`config.mk`:
```
export PLATFORM = sky130hd
export DESIGN_NAME = scp_regs
export DESIGN_NICKNAME = d
export VERILOG_FILES = /design/src/scp_pkg.sv /design/src/scp_regs.sv
export VERILOG_INCLUDE_DIRS = /design/src
export SDC_FILE = /design/constraint.sdc
export NUM_CORES = 1
export LEC_CHECK = 0
export BUFFER_PORTS_ARGS = -buffer_cell sky130_fd_sc_hd__buf_2
export CORE_ASPECT_RATIO = 1.5
export CORE_MARGIN = 1.5
export CORE_UTILIZATION = 62
export DETAILED_ROUTE_END_ITERATION = 6
export PLACE_DENSITY = 0.87
export SLEW_MARGIN = 20
export SYNTH_ARGS = -nofsm -noshare
export SYNTH_HDL_FRONTEND = slang
export SYNTH_SLANG_ARGS = --single-unit
```
`constraint.sdc`:
```
create_clock -name clk -period 2.58 [get_ports clk]
set_clock_uncertainty 0.2 [all_clocks]
set_input_delay 0.258 -clock clk [delete_from_list [all_inputs] [get_ports clk]]
set_output_delay 0.258 -clock clk [all_outputs]
set_load 0.05 [all_outputs]
```
`src/scp_cfg.svh`:
```
`ifndef SCP_CFG_SVH
`define SCP_CFG_SVH

// ***************************************************************
// Register offsets
// ***************************************************************
`define SCP_ADDR_CFG_A     15'h0000
`define SCP_ADDR_CFG_B     15'h0001
`define SCP_ADDR_PWR       15'h0002
`define SCP_ADDR_STEP      15'h0001

// ***************************************************************
// Field positions and reset values
// ***************************************************************
`define SCP_A_SOFT_RST     0
`define SCP_A_LSB_FIRST    1
`define SCP_A_ASCEND       2
`define SCP_B_DP_RST       1
`define SCP_B_SINGLE       7
`define SCP_PWR_LO         0
`define SCP_PWR_HI         1
`define SCP_RST_BIT        1'h0
`define SCP_RST_PWR        2'h0
`define SCP_RST_OE_N       1'h1
`define SCP_RST_PWR_CTL    4'hB
`define SCP_BYTE_ZERO      8'h00

// ***************************************************************
// Power mode codes
// ***************************************************************
`define SCP_PWR_NORMAL     2'h0
`define SCP_PWR_UNSUP      2'h1
`define SCP_PWR_STANDBY    2'h2
`define SCP_PWR_DOWN       2'h3

// ***************************************************************
// Serial frame layout
// ***************************************************************
`define SCP_INSTR_RD       15
`define SCP_INSTR_LAST     4'hF
`define SCP_BYTE_LAST      3'h7
`define SCP_INSTR_ONE      16'h0001
`define SCP_BYTE_ONE       8'h01

// ***************************************************************
// Boot wait after full soft reset (kept by the host)
// ***************************************************************
`define SCP_CLK_HZ         10000000
`define SCP_BOOT_WAIT_MS   5
`define SCP_BOOT_WAIT_CYC  (`SCP_BOOT_WAIT_MS * (`SCP_CLK_HZ / 1000))

`endif

```
`src/scp_pkg.sv`:
```
package scp_pkg;

   typedef enum logic [1:0] {
      ST_INSTR,
      ST_DATA,
      ST_HOLD
   } scp_state_e;

   typedef struct packed {
      logic clk_en;
      logic dp_rst;
      logic link_en;
      logic out_en;
   } scp_pwr_s;

endpackage : scp_pkg

```
`src/scp_regs.sv`:
```
// Functional notes
// - Multibyte transfers always auto-increment the address, whatever the ascension bit holds.
// - Config A bit 1 set shifts every byte LSB first; clear shifts MSB first.
// - Writing 1 to config A bit 0 resets interface and registers; self-clearing.
// - Config B bit 7 set allows one read or write per select assertion.
// - Writing 1 to config B bit 1 pulses datapath reset; bit self-clears.
// - Power mode 00 is normal, fully powered; it is the reset value.
// - Power mode 10 is standby: datapath clocks off, link and outputs on.
// - Power mode 11 is power-down: clocks off, datapath reset, link and outputs off.
`timescale 1ns/1ps
`include "scp_cfg.svh"

module scp_regs (
   input  wire logic             clk,                  // 10 MHz system clock
   input  wire logic             rst,                  // Synchronous reset, active high
   input  wire logic             sclk,                 // Serial clock, sampled
   input  wire logic             serial_select_line_n, // Serial select, active low
   input  wire logic             sdi,                  // Serial data in
   output logic                  sdo,                  // Serial data out
   output logic                  sdo_oe_n,             // Serial data out enable, active low
   output scp_pkg::scp_pwr_s     pwr,                  // Datapath power controls
   output logic                  dp_soft_rst           // Datapath soft reset pulse
);

   // ***************************************************************
   // Registers
   // ***************************************************************
   scp_pkg::scp_state_e state_ff;
   scp_pkg::scp_state_e nxt_state;
   logic                sclk_q_ff;
   logic [3:0]          icnt_ff;
   logic [2:0]          bcnt_ff;
   logic [15:0]         instr_ff;
   logic [7:0]          rx_ff;
   logic [7:0]          tx_ff;
   logic [14:0]         addr_ff;
   logic                ascend_ff;
   logic                lsb_first_ff;
   logic                single_ff;
   logic [1:0]          pwr_mode_ff;
   logic                soft_rst_ff;
   logic                dp_rst_pulse_ff;
   logic                sdo_ff;
   logic                sdo_oe_n_ff;
   scp_pkg::scp_pwr_s   pwr_ff;

   // ***************************************************************
   // Serial edge decode
   // ***************************************************************
   wire        sel       = ~serial_select_line_n;
   wire        rise      = sel & sclk & ~sclk_q_ff;
   wire        fall      = sel & ~sclk & sclk_q_ff;
   wire [3:0]  ipos      = lsb_first_ff ? icnt_ff : (`SCP_INSTR_LAST - icnt_ff);
   wire [2:0]  bpos      = lsb_first_ff ? bcnt_ff : (`SCP_BYTE_LAST - bcnt_ff);
   wire [15:0] imask     = `SCP_INSTR_ONE << ipos;
   wire [7:0]  bmask     = `SCP_BYTE_ONE << bpos;
   wire [15:0] nxt_instr = sdi ? (instr_ff | imask) : (instr_ff & ~imask);
   wire [7:0]  nxt_rx    = sdi ? (rx_ff | bmask) : (rx_ff & ~bmask);
   wire        in_instr  = (state_ff == scp_pkg::ST_INSTR);
   wire        in_data   = (state_ff == scp_pkg::ST_DATA);
   wire        instr_end = rise & in_instr & (icnt_ff == `SCP_INSTR_LAST);
   wire        byte_end  = rise & in_data & (bcnt_ff == `SCP_BYTE_LAST);
   wire        is_read   = instr_ff[`SCP_INSTR_RD];
   wire        wr_fire   = byte_end & ~is_read;

   // ***************************************************************
   // Address and read data
   // ***************************************************************
   wire [14:0] instr_addr = nxt_instr[14:0];
   wire [14:0] next_addr  = addr_ff + `SCP_ADDR_STEP;
   wire [14:0] load_addr  = instr_end ? instr_addr : next_addr;

   // Self-clearing and reserved bits always read zero
   wire [7:0] rd_cfg_a = (`SCP_BYTE_ONE << `SCP_A_ASCEND) & {8{ascend_ff}}
                       | (`SCP_BYTE_ONE << `SCP_A_LSB_FIRST) & {8{lsb_first_ff}};
   wire [7:0] rd_cfg_b = (`SCP_BYTE_ONE << `SCP_B_SINGLE) & {8{single_ff}};
   wire [7:0] rd_pwr   = {6'h00, pwr_mode_ff};
   wire [7:0] rd_data  = (load_addr == `SCP_ADDR_CFG_A) ? rd_cfg_a :
                         (load_addr == `SCP_ADDR_CFG_B) ? rd_cfg_b :
                         (load_addr == `SCP_ADDR_PWR)   ? rd_pwr   : `SCP_BYTE_ZERO;

   // ***************************************************************
   // Register write decode
   // ***************************************************************
   wire wr_a      = wr_fire & (addr_ff == `SCP_ADDR_CFG_A);
   wire wr_b      = wr_fire & (addr_ff == `SCP_ADDR_CFG_B);
   wire wr_p      = wr_fire & (addr_ff == `SCP_ADDR_PWR);
   wire [1:0] wr_mode  = nxt_rx[`SCP_PWR_HI:`SCP_PWR_LO];
   wire       mode_ok  = (wr_mode != `SCP_PWR_UNSUP);
   wire [1:0] nxt_mode = (wr_p & mode_ok) ? wr_mode : pwr_mode_ff;
   wire       full_rst = rst | soft_rst_ff;

   // ***************************************************************
   // Power control decode
   // ***************************************************************
   wire mode_sb   = (nxt_mode == `SCP_PWR_STANDBY);
   wire mode_pd   = (nxt_mode == `SCP_PWR_DOWN);
   wire nxt_dprst = mode_pd | (wr_b & nxt_rx[`SCP_B_DP_RST]);
   scp_pkg::scp_pwr_s nxt_pwr;
   assign nxt_pwr.clk_en  = ~(mode_sb | mode_pd);
   assign nxt_pwr.dp_rst  = nxt_dprst;
   assign nxt_pwr.link_en = ~mode_pd;
   assign nxt_pwr.out_en  = ~mode_pd;

   // ***************************************************************
   // Transfer sequencer
   // ***************************************************************
   always_comb begin
      nxt_state = state_ff;
      unique case (state_ff)
         scp_pkg::ST_INSTR: begin
            if (instr_end) begin
               nxt_state = scp_pkg::ST_DATA;
            end
         end
         scp_pkg::ST_DATA: begin
            if (byte_end & single_ff) begin
               nxt_state = scp_pkg::ST_HOLD;
            end
         end
         scp_pkg::ST_HOLD: begin
            nxt_state = scp_pkg::ST_HOLD;
         end
         default: begin
            nxt_state = scp_pkg::ST_INSTR;
         end
      endcase
      if (!sel) begin
         nxt_state = scp_pkg::ST_INSTR;
      end
      if (wr_a & nxt_rx[`SCP_A_SOFT_RST]) begin
         nxt_state = scp_pkg::ST_HOLD;
      end
   end

   always_ff @(posedge clk) begin
      if (full_rst) begin
         state_ff <= scp_pkg::ST_INSTR;
      end else begin
         state_ff <= nxt_state;
      end
   end

   always_ff @(posedge clk) begin
      if (rst) begin
         sclk_q_ff <= `SCP_RST_BIT;
      end else begin
         sclk_q_ff <= sclk;
      end
   end

   always_ff @(posedge clk) begin
      if (full_rst | !sel) begin
         icnt_ff  <= '0;
         bcnt_ff  <= '0;
         instr_ff <= '0;
         rx_ff    <= `SCP_BYTE_ZERO;
      end else if (rise & in_instr) begin
         icnt_ff  <= icnt_ff + 4'h1;
         instr_ff <= nxt_instr;
      end else if (rise & in_data) begin
         bcnt_ff  <= bcnt_ff + 3'h1;
         rx_ff    <= byte_end ? `SCP_BYTE_ZERO : nxt_rx;
      end
   end

   always_ff @(posedge clk) begin
      if (full_rst) begin
         addr_ff <= '0;
         tx_ff   <= `SCP_BYTE_ZERO;
      end else if (instr_end | byte_end) begin
         addr_ff <= load_addr;
         tx_ff   <= rd_data;
      end
   end

   // ***************************************************************
   // Serial output
   // ***************************************************************
   always_ff @(posedge clk) begin
      if (full_rst) begin
         sdo_ff      <= `SCP_RST_BIT;
         sdo_oe_n_ff <= `SCP_RST_OE_N;
      end else begin
         sdo_oe_n_ff <= ~(sel & in_data & is_read);
         if (fall & in_data) begin
            sdo_ff <= tx_ff[bpos];
         end
      end
   end

   // ***************************************************************
   // Configuration registers
   // ***************************************************************
   always_ff @(posedge clk) begin
      if (full_rst) begin
         ascend_ff    <= `SCP_RST_BIT;
         lsb_first_ff <= `SCP_RST_BIT;
         single_ff    <= `SCP_RST_BIT;
         pwr_mode_ff  <= `SCP_RST_PWR;
      end else begin
         if (wr_a) begin
            ascend_ff    <= nxt_rx[`SCP_A_ASCEND];
            lsb_first_ff <= nxt_rx[`SCP_A_LSB_FIRST];
         end
         if (wr_b) begin
            single_ff <= nxt_rx[`SCP_B_SINGLE];
         end
         pwr_mode_ff <= nxt_mode;
      end
   end

   always_ff @(posedge clk) begin
      if (rst) begin
         soft_rst_ff <= `SCP_RST_BIT;
      end else begin
         soft_rst_ff <= wr_a & nxt_rx[`SCP_A_SOFT_RST];
      end
   end

   always_ff @(posedge clk) begin
      if (full_rst) begin
         dp_rst_pulse_ff <= `SCP_RST_BIT;
         pwr_ff          <= `SCP_RST_PWR_CTL;
      end else begin
         dp_rst_pulse_ff <= wr_b & nxt_rx[`SCP_B_DP_RST];
         pwr_ff          <= nxt_pwr;
      end
   end

   assign sdo         = sdo_ff;
   assign sdo_oe_n    = sdo_oe_n_ff;
   assign pwr         = pwr_ff;
   assign dp_soft_rst = dp_rst_pulse_ff;

endmodule : scp_regs

```
==> flow_summary.json <==
{
  "outcome": "finished, final reports clean",
  "ff2ff_path_depth": 8,
  "wire_per_inst_um": 17.2,
  "viasPerCell": 6.32,
  "final_common_cell": "dfxtp_1",
  "synth_flop_cell": "dfxtp_1",
  "mostFrequentLayoutCells": "dfxtp_1, nand2_1, nor2_1",
  "worst_hold_slack_ns": 0.0887,
  "r2r-start": "icnt_ff[2]",
  "final_hold_viol_count": 0,
  "syn_to_final_growth_pct": 14.0,
  "cts_tree": "yes",
  "critPathArrivalTime_ns": 2.58,
  "dp_hpwl_um": 7070,
  "async_reset_ff_share_pct": 0,
  "dp.cells": 558,
  "ys_seq_elements": 61,
  "drive_gt1_share_pct": 15.9,
  "cts_max_level": 3,
  "yosys_warnings": 0,
  "dieArea_um2": 6500,
  "num_antenna_cells": 0,
  "grt_pass1_wl_um": 15600,
  "path_clk_slew_ns": 0.07,
  "grt_util_all_layers_pct": 31.5,
  "num_vias": 3643,
  "grt_max_degree": 29,
  "yosysUniqueCellTypes": 56,
  "endpoint_kind": "register",
  "fin_setup_tns_ns": 0,
  "start_kind": "register",
  "rrSetupSlack_ns": 0.08,
  "yosysTopAreaCellShare_pct": 32.7,
  "gp_congestion": 0.937,
  "synth_area_leaders": "dfxtp_1, nand2_1, mux2i_1",
  "power.density_nw_per_um2": 470,
  "die_h_um": 98.0,
  "multi_input_area_um2": 2370,
  "initial_core_util_pct": 64.5,
  "final_cells": 576,
  "crit_path_max_fanout": 10,
  "holdCritStartpoint": "serial_select_line_n",
  "max_slew_margin_pct": 36.6,
  "required_ns": 2.66,
  "die_width_um": 66.4,
  "antenna_found_initial": 0,
  "syn_nets": 495,
  "peakVddDrop_uv": 307,
  "fin_crit_sh_pct": 97.0,
  "path_class": "reg2reg",
  "nFillCells": 436,
  "finalCriticalPeriod_ns": 2.50,
  "drt_iter0_drc": 279,
  "cts-root-buf": "clkbuf_8",
  "final_area_um2": 4260,
  "ys_seq_area_share_pct": 32.7,
  "routed_wl_um": 9890,
  "min_path_cells": 3,
  "r2r_end": "tx_ff[7]",
  "cts.sinks": 61,
  "postRouteAntennaNets": 0,
  "first_pass_iters": 7,
  "synth.avg_cell_area_um2": 7.78,
  "synth_edf_count": 0,
  "nets": 514,
  "synth_area_um2": 3730,
  "io_pins": 12,
  "setup_viol": 0,
  "portBuffers": 11,
  "grt_overflow_total": 0,
  "hp-class": "in2reg",
  "yosys.area.top_type": "dfxtp_1",
  "hold_path_end": "state_ff[1]",
  "drv_cap": 0,
  "numCtsBuffers": 9,
  "report.final.slew_viol_count": 0,
  "core_um2": 5790,
  "syn_inst": 480,
  "cts_buffer_depth": 2,
  "grt_pass1_vias": 3386,
  "rsz0062_at_grt": "true",
  "p_leak_uw": 0.00150,
  "drc": 0,
  "clock_latency_ns": 0.36,
  "dpl_cell_area_um2": 3960,
  "num_rows": 34,
  "fmax_mhz": 400,
  "worst_pin_slew_ns": 0.951,
  "final-seq-area_um2": 1230
}
-- sequential cells by signal (all words and copies together) (netlist names), named ones only --
signal	count
rx_ff	4
icnt_ff	4
bcnt_ff	3
pwr	3
sclk_q_ff	1
pwr_mode_ff	2
ascend_ff	1
soft_rst_ff	1
sdo	1
state_ff	2
lsb_first_ff	1
tx_ff	4
dp_soft_rst	1
instr_ff	15
sdo_oe_n	1
single_ff	1
addr_ff	15
-- routing by layer --
layer	routed length [um]	vias up	track usage (%)	share of wire (%)
met3	391	47	5.07	4.0
met1	3740	1711	30.9	38
li1	-	1758	-	-
met5	0	-	0	0
met4	623	0	25.0	6.3
met2	5140	127	55.9	52
-- final cells by class --
class | instances | share of cell area (%)
clock buffers | 12 | 3.65
clock inverters | 4 | 1.65
inverters | 10 | 0.882
multi-input cells | 375 | 55.7
flip-flops and latches | 61 | 28.8
well taps | 72 | 2.12
repair buffers | 42 | 7.17
-- worst max-delay path, cell delays in order (launching register included) --
cell and delay [ns]:
dfxtp_2 0.37, buf_4 0.17, or3b_1 0.46, o22ai_4 0.24, mux2i_2 0.27, a32oi_1 0.13
nor4_1 0.31, nand3b_1 0.13, o21ai_1 0.15
-- timing repair --
item | in CTS | in global routing
endpoints found under the setup margin | 3 | 4
buffers inserted | 0 | 0
hold buffers | 2 | 0
resized for setup | 2 | 13
hold endpoints to repair | 2 | 0
pin swaps | 0 | 1
-- worst max path at each step --
| stage | cells after the start | to | startpoint | slack [ns] |
|---|---|---|---|---|
| after floorplan | 9 | state_ff[1] | icnt_ff[0] | 0.31 |
| after global placement | 8 | tx_ff[7] | lsb_first_ff | 0.07 |
| after detailed placement | 8 | tx_ff[0] | lsb_first_ff | -0.003 |
| after CTS | 8 | tx_ff[7] | lsb_first_ff | 0.04 |
| after global routing | 9 | tx_ff[7] | icnt_ff[0] | -0.03 |
| final | 8 | tx_ff[7] | icnt_ff[2] | 0.08 |
-- power breakdown --
group	total, uW	internal (uW)	switching [uW]
sequential	947	944	3.45
combinational	80.1	24.0	56.1
clock	971	594	377
-- stage by stage --
step,power [uW],worst slack [ns],utilization [%]
3_5_place_dp,1040,-0.00335,68.4
6_report,2000,0.0770,73.6
3_3_place_gp,1040,0.0690,68.4
4_1_cts,2000,0.0357,72.9
2_1_floorplan,1020,0.309,-
5_1_grt,2050,-0.0321,73.6
-- Yosys cell counts (6+ instances only) --
cell	number
nand2_1	52
dfxtp_1	61
a22oi_1	6
mux2i_1	18
a211oi_1	7
o22ai_1	14
buf_2	10
ha_1	10
nor4_1	7
xor2_1	15
nor2_1	45
xnor2_1	9
inv_1	10
a31oi_1	7
a21oi_1	35
o21ai_0	16
nand2b_1	11
nand3_1	29
nand3b_1	7
clkbuf_1	19
nor3_1	11
-- cell families (layout without fill, tap and decap cells) --
group	after synthesis	after routing	synth area share [%]
compound gates	117	117	20.5
simple gates	205	205	27.7
buf+inv	44	68	4.96
mux	19	19	5.13
flops	61	61	32.7
xor+xnor	24	24	5.63
fa+ha+maj	10	10	3.35
No activity file was read; power rests on OpenSTA's default activity.
